==> config.mk <==
export PLATFORM = sky130hd
export DESIGN_NAME = uart_interrupt_identify_enable
export DESIGN_NICKNAME = d
export VERILOG_FILES = /design/src/core/uart_irq_prio.v /design/src/core/uart_rx_timeout.v /design/src/core/uart_interrupt_identify_enable.v
export VERILOG_INCLUDE_DIRS = /design/src /design/src/core
export SDC_FILE = /design/constraint.sdc
export NUM_CORES = 1
export LEC_CHECK = 0
export ABC_CLOCK_PERIOD_IN_PS = 1720
export BUFFER_PORTS_ARGS = -buffer_cell sky130_fd_sc_hd__buf_2
export CAP_MARGIN = 20
export CORE_AREA = 2 2 74 76
export DETAILED_ROUTE_END_ITERATION = 7
export DIE_AREA = 0 0 76 78
export PLACE_DENSITY = 0.76
export SYNTH_ARGS = -nofsm -noshare
export SYNTH_HDL_FRONTEND = slang
export SYNTH_SLANG_ARGS = --single-unit
==> constraint.sdc <==
create_clock -name clk_sys_in -period 1.72 [get_ports clk_sys_in]
set_input_delay 0.344 -clock clk_sys_in [delete_from_list [all_inputs] [get_ports clk_sys_in]]
set_output_delay 0.344 -clock clk_sys_in [all_outputs]
set_load 0.01 [all_outputs]
==> src/core/uart_irq_consts.vh <==
`ifndef UART_IRQ_CONSTS_VH
`define UART_IRQ_CONSTS_VH

// Register offsets on the plain register port
`define REG_RX_DATA 3'h0
`define REG_IRQ_ENABLE 3'h1
`define REG_IDENT 3'h2
`define REG_FIFO_CTRL 3'h2
`define REG_LINE_STATUS 3'h5
`define REG_HS_STATUS 3'h6
`define REG_EVT_STATUS 3'h3
`define REG_EVT_MASK 3'h4
`define REG_TX_HOLD 3'h0

// Enable register fields
`define EN_RX_READY 0
`define EN_TX_EMPTY 1
`define EN_LINE 2
`define EN_HS 3
`define IRQ_ENABLE_RESET 4'h0

// Identification codes
`define ID_NONE 4'h1
`define ID_LINE 4'h6
`define ID_RX_READY 4'h4
`define ID_TIMEOUT 4'hC
`define ID_TX_EMPTY 4'h2
`define ID_HS 4'h0

// FIFO control fields
`define FC_ENABLE 0
`define FC_LEVEL_HI 7
`define FC_LEVEL_LO 6
`define FIFO_CTRL_RESET 8'h00

// Trigger levels in bytes
`define LEVEL_0 5'h01
`define LEVEL_1 5'h04
`define LEVEL_2 5'h08
`define LEVEL_3 5'h0E

// Timeout: character times and bit times per character
`define TIMEOUT_CHARS 4
`define BITS_PER_CHAR 10

`endif

==> src/core/uart_irq_prio.v <==
`timescale 1ns/1ps
`default_nettype none
`include "uart_irq_consts.vh"

// Picks the highest priority enabled source and encodes it
module uart_irq_prio (
   input wire line_in,
   input wire rx_ready_in,
   input wire timeout_in,
   input wire tx_empty_in,
   input wire hs_in,
   input wire fifo_en_in,
   output reg [3:0] code_out,
   output wire any_out
);
   // Any enabled source pending
   assign any_out = line_in | rx_ready_in | timeout_in | tx_empty_in | hs_in;

   // Fixed priority encoder
   always @* begin
      if (line_in) begin
         code_out = `ID_LINE;
      end else if (rx_ready_in) begin
         code_out = `ID_RX_READY;
      end else if (timeout_in) begin
         code_out = fifo_en_in ? `ID_TIMEOUT : `ID_RX_READY;
      end else if (tx_empty_in) begin
         code_out = `ID_TX_EMPTY;
      end else if (hs_in) begin
         code_out = `ID_HS;
      end else begin
         code_out = `ID_NONE;
      end
   end
endmodule // uart_irq_prio

`default_nettype wire

==> src/core/uart_rx_timeout.v <==
`timescale 1ns/1ps
`default_nettype none
`include "uart_irq_consts.vh"

// Counts bit times since the last receive FIFO access
module uart_rx_timeout (
   input wire clk_sys_in,
   input wire rstn_in,
   input wire bit_tick_in,
   input wire has_data_in,
   input wire access_in,
   output reg expired_out
);
   localparam [6:0] LIMIT = `TIMEOUT_CHARS * `BITS_PER_CHAR;
   reg [6:0] bit_count;

   // Restart on access or empty, saturate at the limit
   always @(posedge clk_sys_in or negedge rstn_in) begin
      if (!rstn_in) begin
         bit_count <= 7'h00;
         expired_out <= 1'b0;
      end else if (access_in || !has_data_in) begin
         bit_count <= 7'h00;
         expired_out <= 1'b0;
      end else if (bit_tick_in && bit_count != LIMIT) begin
         bit_count <= bit_count + 7'h01;
         expired_out <= (bit_count + 7'h01) == LIMIT;
      end
   end
endmodule // uart_rx_timeout

`default_nettype wire

==> src/core/uart_interrupt_identify_enable.v <==
// The register offsets and the address-and-strobe port were decided locally.
`timescale 1ns/1ps
`default_nettype none
`include "uart_irq_consts.vh"

module uart_interrupt_identify_enable (
   input wire clk_sys_in,
   input wire rstn_in,
   input wire [2:0] addr_in,
   input wire [7:0] wdata_in,
   input wire wr_in,
   input wire rd_in,
   output reg [7:0] rdata_out,
   input wire [7:0] rx_byte_in,
   input wire [4:0] rx_count_in,
   input wire bit_tick_in,
   input wire overrun_flag_in,
   input wire parity_error_flag_in,
   input wire framing_error_flag_in,
   input wire break_detect_flag_in,
   input wire tx_empty_in,
   input wire clear_to_send_change_in,
   input wire data_set_ready_change_in,
   input wire ring_trailing_edge_in,
   input wire carrier_detect_change_in,
   input wire [3:0] modem_lines_in,
   output wire rx_read_out,
   output wire tx_write_out,
   output reg [7:0] tx_data_out,
   output wire irq_out,
   output wire evt_irq_out
);

   ////////////////////////////////////////////////////////////////
   // Functions

   // Trigger level from the two level bits
   function [4:0] trigger_level;
      input [1:0] sel;
      begin
         case (sel)
            2'h0: trigger_level = `LEVEL_0;
            2'h1: trigger_level = `LEVEL_1;
            2'h2: trigger_level = `LEVEL_2;
            default: trigger_level = `LEVEL_3;
         endcase
      end
   endfunction

   // Register access decode
   function hit;
      input strobe;
      input [2:0] addr;
      input [2:0] want;
      begin
         hit = strobe && (addr == want);
      end
   endfunction

   ////////////////////////////////////////////////////////////////
   // Declarations

   reg [3:0] serial_interrupt_enable;
   reg [7:0] fifo_control_reg;
   reg [3:0] line_bits;
   reg [3:0] hs_bits;
   reg tx_pending;
   reg tx_empty_prev;
   reg [1:0] evt_status;
   reg [1:0] evt_mask;
   wire [3:0] ident_code;
   wire any_pending;
   wire timeout_hit;
   wire fifo_en;
   wire rx_has_data;
   wire rx_level_hit;
   wire src_line;
   wire src_rx;
   wire src_to;
   wire src_tx;
   wire src_hs;
   wire rd_rx;
   wire rd_ident;
   wire rd_line;
   wire rd_hs;
   wire wr_tx;
   wire [3:0] next_line_bits;
   wire [3:0] next_hs_bits;
   wire [7:0] ident_reg;
   wire irq_rise;
   reg irq_prev;

   assign fifo_en = fifo_control_reg[`FC_ENABLE];
   assign rd_rx = hit(rd_in, addr_in, `REG_RX_DATA);
   assign rd_ident = hit(rd_in, addr_in, `REG_IDENT);
   assign rd_line = hit(rd_in, addr_in, `REG_LINE_STATUS);
   assign rd_hs = hit(rd_in, addr_in, `REG_HS_STATUS);
   assign wr_tx = hit(wr_in, addr_in, `REG_TX_HOLD);
   assign rx_read_out = rd_rx;
   assign tx_write_out = wr_tx;

   ////////////////////////////////////////////////////////////////
   // Sticky source flags

   // New events join the held bits
   assign next_line_bits = line_bits | {break_detect_flag_in, framing_error_flag_in,
      parity_error_flag_in, overrun_flag_in};
   assign next_hs_bits = hs_bits | {carrier_detect_change_in, ring_trailing_edge_in,
      data_set_ready_change_in, clear_to_send_change_in};

   // Read clears, but an event in the same cycle survives
   always @(posedge clk_sys_in or negedge rstn_in) begin
      if (!rstn_in) begin
         line_bits <= 4'h0;
         hs_bits <= 4'h0;
      end else begin
         if (rd_line) begin
            line_bits <= {break_detect_flag_in, framing_error_flag_in,
               parity_error_flag_in, overrun_flag_in};
         end else begin
            line_bits <= next_line_bits;
         end
         if (rd_hs) begin
            hs_bits <= {carrier_detect_change_in, ring_trailing_edge_in,
               data_set_ready_change_in, clear_to_send_change_in};
         end else begin
            hs_bits <= next_hs_bits;
         end
      end
   end

   // Transmit empty: set on rising empty, cleared by write or by an ident read that shows transmit empty
   always @(posedge clk_sys_in or negedge rstn_in) begin
      if (!rstn_in) begin
         tx_pending <= 1'b0;
         tx_empty_prev <= 1'b0;
      end else begin
         tx_empty_prev <= tx_empty_in;
         if (tx_empty_in && !tx_empty_prev) begin
            tx_pending <= 1'b1;
         end else if (wr_tx) begin
            tx_pending <= 1'b0;
         end else if (rd_ident && ident_code == `ID_TX_EMPTY) begin
            tx_pending <= 1'b0;
         end
      end
   end

   ////////////////////////////////////////////////////////////////
   // Receive conditions

   assign rx_has_data = rx_count_in != 5'h00;
   // Level compare in FIFO mode, any byte otherwise
   assign rx_level_hit = fifo_en ?
      (rx_count_in >= trigger_level(fifo_control_reg[`FC_LEVEL_HI:`FC_LEVEL_LO])) :
      rx_has_data;

   uart_rx_timeout u_timeout (
      .clk_sys_in(clk_sys_in),
      .rstn_in(rstn_in),
      .bit_tick_in(bit_tick_in),
      .has_data_in(rx_has_data & fifo_en),
      .access_in(rd_rx),
      .expired_out(timeout_hit)
   );

   ////////////////////////////////////////////////////////////////
   // Enable gating and priority

   assign src_line = (|line_bits) & serial_interrupt_enable[`EN_LINE];
   assign src_rx = rx_level_hit & serial_interrupt_enable[`EN_RX_READY];
   assign src_to = timeout_hit & serial_interrupt_enable[`EN_RX_READY];
   assign src_tx = tx_pending & serial_interrupt_enable[`EN_TX_EMPTY];
   assign src_hs = (|hs_bits) & serial_interrupt_enable[`EN_HS];

   uart_irq_prio u_prio (
      .line_in(src_line),
      .rx_ready_in(src_rx),
      .timeout_in(src_to),
      .tx_empty_in(src_tx),
      .hs_in(src_hs),
      .fifo_en_in(fifo_en),
      .code_out(ident_code),
      .any_out(any_pending)
   );

   assign irq_out = any_pending;
   assign ident_reg = {fifo_en, fifo_en, 2'b00, ident_code};

   ////////////////////////////////////////////////////////////////
   // Event status for the summary interrupt

   // True rising edge of the request, so a write-one clear sticks while it stays high
   assign irq_rise = any_pending & ~irq_prev;

   // Bit 0 latches a new request, bit 1 a line error; write one clears
   always @(posedge clk_sys_in or negedge rstn_in) begin
      if (!rstn_in) begin
         evt_status <= 2'b00;
         irq_prev <= 1'b0;
      end else begin
         irq_prev <= any_pending;
         evt_status <= (evt_status & ~(hit(wr_in, addr_in, `REG_EVT_STATUS) ?
            wdata_in[1:0] : 2'b00)) | {|next_line_bits & ~(|line_bits), irq_rise};
      end
   end
   assign evt_irq_out = |(evt_status & evt_mask);

   ////////////////////////////////////////////////////////////////
   // Register writes

   // Software-written controls
   always @(posedge clk_sys_in or negedge rstn_in) begin
      if (!rstn_in) begin
         serial_interrupt_enable <= `IRQ_ENABLE_RESET;
         fifo_control_reg <= `FIFO_CTRL_RESET;
         evt_mask <= 2'b00;
         tx_data_out <= 8'h00;
      end else if (wr_in) begin
         case (addr_in)
            `REG_IRQ_ENABLE: serial_interrupt_enable <= wdata_in[3:0];
            `REG_FIFO_CTRL: fifo_control_reg <= {wdata_in[7:6], 2'b00, wdata_in[3], 2'b00,
               wdata_in[0]};
            `REG_EVT_MASK: evt_mask <= wdata_in[1:0];
            `REG_TX_HOLD: tx_data_out <= wdata_in;
            default: tx_data_out <= tx_data_out;
         endcase
      end
   end

   ////////////////////////////////////////////////////////////////
   // Register reads

   // Read data stands one cycle after the strobe
   always @(posedge clk_sys_in or negedge rstn_in) begin
      if (!rstn_in) begin
         rdata_out <= 8'h00;
      end else if (rd_in) begin
         case (addr_in)
            `REG_RX_DATA: rdata_out <= rx_byte_in;
            `REG_IRQ_ENABLE: rdata_out <= {4'h0, serial_interrupt_enable};
            `REG_IDENT: rdata_out <= ident_reg;
            `REG_EVT_STATUS: rdata_out <= {6'h00, evt_status};
            `REG_EVT_MASK: rdata_out <= {6'h00, evt_mask};
            `REG_LINE_STATUS: rdata_out <= {4'h0, line_bits};
            `REG_HS_STATUS: rdata_out <= {modem_lines_in, hs_bits};
            default: rdata_out <= 8'h00;
         endcase
      end else begin
         rdata_out <= 8'h00;
      end
   end

endmodule // uart_interrupt_identify_enable

`default_nettype wire

# ---- After elaboration in Yosys (flattened, before gate mapping)
# Index checks and enable logic that the tools add are counted.
dict set report word_totals {
  out_inout_bits 20
  mem_count 0
  inputBits 42
  ff_bits 47
  latch_bits 0
  mem_bits_rw 0
  word_cells 91
  rom_bits 0
}
dict set report op_classes {
  bitwise_logic 20
  mul 0
  n_shift 0
  div 0
  n_lt_le_gt_ge 1
  n_mux 20
  add_sub_neg 1
  eq_ne 11
  n_reduce_logical 25
}
# cell count
set op_table {}
lappend op_table {{$pmux W8 S7} 1}
lappend op_table {{$mux W4} 7}
lappend op_table {{$mux W7} 2}
lappend op_table {{$pmux W4 S3} 1}
lappend op_table {{$reduce_or A4 Y1} 3}
lappend op_table {{$eq A3 B3 Y1 const B} 3}
lappend op_table {{$logic_and A1 B1 Y1} 9}
lappend op_table {{$and A1 B1 Y1} 8}
lappend op_table {{$mux W8} 1}
lappend op_table {{$or A4 B4 Y4} 2}
lappend op_table {{$reduce_and A2 Y1} 4}
lappend op_table {{$add A7 B1 Y7 const B} 1}
lappend op_table {{$eq A7 B6 Y1 const B} 1}
lappend op_table {{$mux W1} 7}
lappend op_table {{$ne A7 B6 Y1 const B} 1}
lappend op_table {{$eq A3 B2 Y1 const B} 2}
lappend op_table {{$ge A5 B5 Y1} 1}
lappend op_table {{$reduce_bool A5 Y1} 1}
lappend op_table {{$and A2 B2 Y2} 2}
lappend op_table {{$eq A4 B2 Y1 const B} 1}
lappend op_table {{$or A1 B1 Y1} 4}
lappend op_table {{$eq A3 B1 Y1 const B} 1}
lappend op_table {{$logic_not A3 Y1} 1}
lappend op_table {{$reduce_bool A3 Y1} 1}
lappend op_table {{other kinds (11)} 13}

# ---- Logic depth before layout (Yosys ltp)
dict set report depth {
  ltp_word 12
  mapped_depth 7
  mapped_depth_nobuf 7
}

# ---- Modules after synthesis
# A second synthesis with hierarchy kept.
dict set report hier_totals {
  cells_unflattened 230
  hier_area_um2 2443.6
}
# module n_inst area_per_inst_um2 cells_per_inst seq_area_each_um2
set by_module_without_submodules {}
lappend by_module_without_submodules {uart_interrupt_identify_enable 1 1874.3 169 950.9}
lappend by_module_without_submodules {uart_rx_timeout 1 525.5 54 200.2}
lappend by_module_without_submodules {uart_irq_prio 1 43.8 7 0.0}

# ---- Least setup slack after synthesis
# Ideal clock, no wire load.
dict set report synth_path {
  kind {register to output}
  from {reg fifo_control_reg[7]}
  to {out irq_out}
  stages_incl_launch_ff 8
  n_path_buf 0
  path_slack_ns -0.088
  required_ns 1.376
  arrival_time_ns 1.464
  cell_sequence {dfrtp_1 -> nor2_1 -> ha_1 -> nor2b_1 -> o22ai_1 -> or2_2 -> o21ai_1 -> inv_1}
}
dict set report synth_via {
  elab_chain_len 9
  elab_cells_between_ends 11
  classes_between {order compare: 1; eq/ne: 2; mux: 2; bitwise: 5; reduce/logical: 1}
}
# item line
set synth_rtl {}
lappend synth_rtl {{start: declaration} uart_interrupt_identify_enable.v:64} ;# reg [7:0] fifo_control_reg;
lappend synth_rtl {{start signal: assignment} uart_interrupt_identify_enable.v:216} ;# fifo_control_reg <= `FIFO_CTRL_RESET;
lappend synth_rtl {{start signal: assignment} uart_interrupt_identify_enable.v:222} ;# `REG_FIFO_CTRL: fifo_control_reg <= {wdata_in[7:6], 2'b00, wdata_in[3], 2'b00,
lappend synth_rtl {{$eq A2 B2 Y1, or another cell as far along} uart_interrupt_identify_enable.v:41} ;# case (sel)
lappend synth_rtl {{$pmux W4 S3 *} uart_interrupt_identify_enable.v:41}
lappend synth_rtl {{$ge A5 B5 Y1 *} uart_interrupt_identify_enable.v:155} ;# (rx_count_in >= trigger_level(fifo_control_reg[`FC_LEVEL_HI:`FC_LEVEL_LO])) :
lappend synth_rtl {{$mux W1 *} uart_interrupt_identify_enable.v:154} ;# assign rx_level_hit = fifo_en ?
lappend synth_rtl {{$and A1 B1 Y1 *} uart_interrupt_identify_enable.v:171} ;# assign src_rx = rx_level_hit & serial_interrupt_enable[`EN_RX_READY];
lappend synth_rtl {{$or A1 B1 Y1 * (4 in a row)} uart_irq_prio.v:17} ;# assign any_out = line_in | rx_ready_in | timeout_in | tx_empty_in | hs_in;
lappend synth_rtl {{end: declaration} uart_interrupt_identify_enable.v:30} ;# output wire irq_out,
# Mark *: on every way between the ends. The rest lies on a longest branch, timed or not.

# ---- Worst setup path after layout
dict set report layout_path {
  from {reg hs_bits[3]}
  to {out irq_out}
}
dict set report layout_via {
  elab_chain_len 3
}
# item line
set layout_rtl {}
lappend layout_rtl {{start: declaration} uart_interrupt_identify_enable.v:66} ;# reg [3:0] hs_bits;
lappend layout_rtl {{start signal: assignment} uart_interrupt_identify_enable.v:124} ;# hs_bits <= {carrier_detect_change_in, ring_trailing_edge_in,
lappend layout_rtl {{start signal: assignment} uart_interrupt_identify_enable.v:127} ;# hs_bits <= next_hs_bits;
lappend layout_rtl {{$reduce_or A4 Y1} uart_interrupt_identify_enable.v:174} ;# assign src_hs = (|hs_bits) & serial_interrupt_enable[`EN_HS];
lappend layout_rtl {{$and A1 B1 Y1} uart_interrupt_identify_enable.v:174}
lappend layout_rtl {{$or A1 B1 Y1} uart_irq_prio.v:17}
# No other way between the ends.

==> flow_results.xml <==
<?xml version="1.0" encoding="UTF-8"?>
<metrics>
  <group name="finish">
    <metric name="stdcell_count" unit="">404</metric>
    <metric name="fill_cells" unit="">405</metric>
    <metric name="multiInputGateArea" unit="sq um">1260</metric>
    <metric name="sequential_cell_area" unit="sq um">1150</metric>
    <metric name="fin_util" unit="%">64.7</metric>
    <metric name="top_regs" unit="">rdata_out: 8 flops, tx_data_out: 8 flops, u_timeout.bit_count: 7 flops</metric>
    <metric name="antenna_cells" unit="">0</metric>
    <metric name="drive_above_1_share" unit="%">44.6</metric>
    <metric name="final_net_count" unit="">382</metric>
    <metric name="layout-area-overhead-vs-synth" unit="%">35.0</metric>
  </group>
  <group name="timing">
    <metric name="clock-skew-final" unit="ns">0.00964</metric>
    <metric name="clock.fmax" unit="GHz">0.445</metric>
    <metric name="share_of_the_clock_period_used_by_the_worst_path" unit="%">131</metric>
    <metric name="fin_ws" unit="ns">-0.528</metric>
    <metric name="slew-limit-headroom" unit="%">68.9</metric>
    <metric name="tightest_slew" unit="ns">0.467</metric>
    <metric name="timing.setup.tns" unit="ns">-0.749</metric>
    <metric name="final_max_slew_viol_count" unit="">0</metric>
    <metric name="timing.final.hold_violations" unit="">0</metric>
    <metric name="post-route-min-period" unit="ns">2.25</metric>
    <metric name="finalSetupViolations" unit="">5</metric>
    <metric name="rsz0062_at_grt" unit="">yes</metric>
  </group>
  <group name="power_and_ir_drop">
    <metric name="power_leakage" unit="nW">1.50</metric>
    <metric name="power.density" unit="nW/um^2">857</metric>
    <metric name="p_comb_share" unit="%">29.1</metric>
    <metric name="power.switching" unit="W">0.000868</metric>
    <metric name="pwr-share-seq" unit="%">47.0</metric>
    <metric name="peakVddDrop" unit="mV">0.705</metric>
    <metric name="internal_power_of_the_cells" unit="W">0.00193</metric>
    <metric name="p_clk_share" unit="%">24.0</metric>
    <metric name="share_of_total_power_consumed_by_net_switching" unit="%">31.1</metric>
  </group>
  <group name="worst_setup_path">
    <metric name="cp_data_arrival_time" unit="ns">1.90</metric>
    <metric name="worst_r2r_startpoint" unit="">hs_bits[3]$_DFF_PN0_</metric>
    <metric name="slowest_stage" unit="">or4_4</metric>
    <metric name="critPathBufInv" unit="">2</metric>
    <metric name="max_stage_delay" unit="ns">0.54</metric>
    <metric name="critPathKind" unit="">reg2out</metric>
    <metric name="setup.worst_path.end_class" unit="">primary output</metric>
    <metric name="cp_max_fo" unit="">3</metric>
    <metric name="worstSetupStartpointType" unit="">register</metric>
    <metric name="ordered_list_of_cells_on_the_worst_path" unit="">or4_4 &gt; a22oi_2 &gt; nand3_2 &gt; o21ai_4 &gt; inv_2 &gt; buf_6</metric>
    <metric name="timing.critical_path.required" unit="ns">1.38</metric>
    <metric name="cp_top_family" unit="">simple AND/OR/NAND/NOR gates</metric>
    <metric name="crit_path_start" unit="">hs_bits[3]$_DFF_PN0_</metric>
  </group>
  <group name="placement">
    <metric name="post-dp-hpwl" unit="mm">4.46</metric>
    <metric name="port_buffers" unit="">61</metric>
    <metric name="replace_congestion" unit="">0.833</metric>
    <metric name="placed_cells" unit="">388</metric>
  </group>
  <group name="synthesis">
    <metric name="synth.top_cells.by_area" unit="">dfrtp_1 (48%), mux2_2 (7.9%), ha_1 (3.6%)</metric>
    <metric name="synth-warning-count" unit="">0</metric>
    <metric name="synth_flop_cell" unit="">dfrtp_1</metric>
    <metric name="number_of_nets_produced_by_synthesis" unit="">282</metric>
    <metric name="synth_top_area_cell" unit="">dfrtp_1</metric>
    <metric name="synth_edf_count" unit="">0</metric>
    <metric name="synth_seq_cells" unit="">46</metric>
    <metric name="synth_commonest_cells" unit="">dfrtp_1 (46), nand2_1 (21), mux2_2 (17)</metric>
    <metric name="synth.most_common_cell" unit="">dfrtp_1</metric>
    <metric name="postSynthCellCount" unit="">233</metric>
    <metric name="syn_area" unit="sq um">2420</metric>
    <metric name="average_size_of_a_mapped_cell" unit="sq um">10.4</metric>
    <metric name="async_reset_ff_share" unit="%">100</metric>
    <metric name="synth_top_area_share" unit="%">47.6</metric>
    <metric name="synth.lib_cells_used.distinct" unit="">49</metric>
    <metric name="seq_total_area_yosys" unit="%">47.6</metric>
  </group>
  <group name="route">
    <metric name="drt_iter0_drc" unit="">78</metric>
    <metric name="drt-pass1-iter-count" unit="">4</metric>
    <metric name="routed_wire_per_std_cell" unit="um">14.4</metric>
    <metric name="drc" unit="">0</metric>
    <metric name="drt_wl_total" unit="mm">5.84</metric>
    <metric name="vias" unit="">2143</metric>
    <metric name="via_per_inst" unit="">5.30</metric>
    <metric name="drtAntennaViolNets" unit="">0</metric>
  </group>
  <group name="clocking">
    <metric name="inserted_clock_buffers" unit="">5</metric>
    <metric name="clockBufferDepth" unit="">2</metric>
    <metric name="worst_setup_hold_path_clk_slew" unit="ns">0.08</metric>
    <metric name="clock_sinks" unit="">46</metric>
    <metric name="root_buffer" unit="">clkbuf_8</metric>
    <metric name="clk_latency" unit="ns">0.31</metric>
    <metric name="htreeDepth" unit="">2</metric>
    <metric name="tritoncts_clock_tree" unit="">yes</metric>
  </group>
  <group name="floorplanning">
    <metric name="standard_cell_row_count" unit="">26</metric>
    <metric name="floorplan.initialDensity" unit="%">47.9</metric>
    <metric name="floorplan.io_pins" unit="">62</metric>
    <metric name="die_area" unit="sq um">5930</metric>
    <metric name="dieHeight" unit="um">78</metric>
    <metric name="core" unit="sq um">5040</metric>
    <metric name="die_width" unit="um">76</metric>
  </group>
  <group name="global_routing">
    <metric name="groute.usage.overall" unit="%">20.9</metric>
    <metric name="grt_max_degree" unit="">28</metric>
    <metric name="residual_overflow_from_global_routing" unit="">0</metric>
    <metric name="initial_antenna_violation_count" unit="">0</metric>
    <metric name="grt_pass1_vias" unit="">2147</metric>
    <metric name="wire_length_of_the_first_global_routing_pass" unit="mm">9.90</metric>
  </group>
  <group name="status">
    <metric name="result_of_the_run" unit="">complete, but fails checks</metric>
    <metric name="failed_checks" unit="">setup timing</metric>
  </group>
  <group name="run">
    <metric name="max_cap_violations" unit="">0</metric>
  </group>
  <group name="worst_hold_path">
    <metric name="timing.hold.worst.start" unit="">tx_empty_in</metric>
    <metric name="worst_hold_path_type" unit="">in2reg</metric>
  </group>
</metrics>
==> layout make-up <==
cell class | instances | share of cell area (%)
Clock buffer | 5 | 2.11
Sequential cell | 46 | 35.3
Inverter | 9 | 1.04
Multi-Input combinational cell | 169 | 38.7
Clock inverter | 3 | 0.652
Tap cell | 70 | 2.68
Timing Repair Buffer | 102 | 19.6
==> worst paths after layout <==
kind	end	slack, ns	cells past startpoint
setup / recovery	irq_out	-0.53	6
hold / removal	tx_empty_prev$_DFF_PN0_	0.16	1
setup reg to reg	irq_prev$_DFF_PN0_	-0.08	7
hold reg to reg	evt_status[0]$_DFF_PN0_	0.46	1
max in group asynchronous	u_timeout.bit_count[1]$_DFFE_PN0P_	0.70	3
min in group asynchronous	tx_data_out[1]$_DFFE_PN0P_	0.51	2
==> stage by stage <==
step,total power [W],hold slack (ns),setup slack [ns],cell area [sq um]
floorplan,0.00170,0.0484,-0.0285,2420
global placement,0.00202,0.329,-0.216,3030
detailed placement,0.00204,0.324,-0.245,3030
CTS,0.00275,0.153,-0.527,3190
global route,0.00295,0.163,-0.597,3260
finish,0.00280,0.157,-0.528,3260
==> worst reg2reg max path, cell delays in order (launching register included) <==
cell	delay, ns
dfrtp_1	0.39
or4_4	0.54
a22oi_2	0.20
nand3_2	0.11
o21ai_4	0.16
inv_2	0.07
buf_4	0.13
buf_6	0.10
==> timing repair <==
item,CTS,global route
resized for setup,9,9
pin swaps,8,5
endpoints found under the hold margin,19,0
setup buffers,3,4
hold buffers,1,0
setup endpoints to repair,7,9
==> power by group through the flow <==
stage / registers, W / clock network [W] / logic (W)
after floorplan: 0.00134 / 0 / 0.000364
after global placement: 0.00132 / 0 / 0.000696
after detailed placement: 0.00133 / 0 / 0.000712
after CTS: 0.00131 / 0.000681 / 0.000765
after global routing: 0.00133 / 0.000718 / 0.000905
final: 0.00131 / 0.000670 / 0.000812
==> kinds of logic (layout without fill, tap and decap cells) <==
logic type | after synthesis | count (layout) | synth area share (%)
xor gates and xnor gates | 7 | 7 | 2.54
buffers and inverters | 18 | 119 | 3.42
muxes | 19 | 19 | 9.78
AOI/OAI and AO/OA | 46 | 46 | 12.9
and+or+nand+nor | 90 | 90 | 20.1
DFF | 46 | 46 | 47.6
adders and majority gates | 7 | 7 | 3.62
==> metal layers <==
layer	part of all wire, %	up-vias	global-route usage, %	routed length (um)
met5	0	-	0	0
met4	2.3	0	7.82	132
met3	4.5	13	4.53	265
met2	49	56	34.8	2850
met1	44	1037	26.8	2590
li1	-	1037	-	-
==> cells in the final DEF (no fill, tap or decap), types with 2 or more instances in the layout <==
| master | n |
|---|---|
| a21o_1 | 9 |
| a21oi_1 | 6 |
| a21oi_2 | 3 |
| a22oi_1 | 6 |
| a31oi_1 | 2 |
| and3_1 | 2 |
| buf_2 | 60 |
| buf_4 | 38 |
| buf_6 | 2 |
| clkbuf_8 | 5 |
| dfrtp_1 | 45 |
| ha_1 | 5 |
| ha_4 | 2 |
| inv_1 | 8 |
| mux2_2 | 17 |
| mux4_2 | 2 |
| nand2_1 | 21 |
| nand2b_1 | 7 |
| nand3_1 | 11 |
| nand4_1 | 5 |
| nand4b_1 | 2 |
| nor2_1 | 15 |
| nor2b_1 | 5 |
| nor3_1 | 3 |
| o21ai_0 | 5 |
| o21ai_1 | 2 |
| or3_1 | 2 |
| or4_1 | 2 |
| or4_4 | 2 |
| xnor2_1 | 4 |
| xor2_1 | 3 |
(Power assumes the default switching activity.)
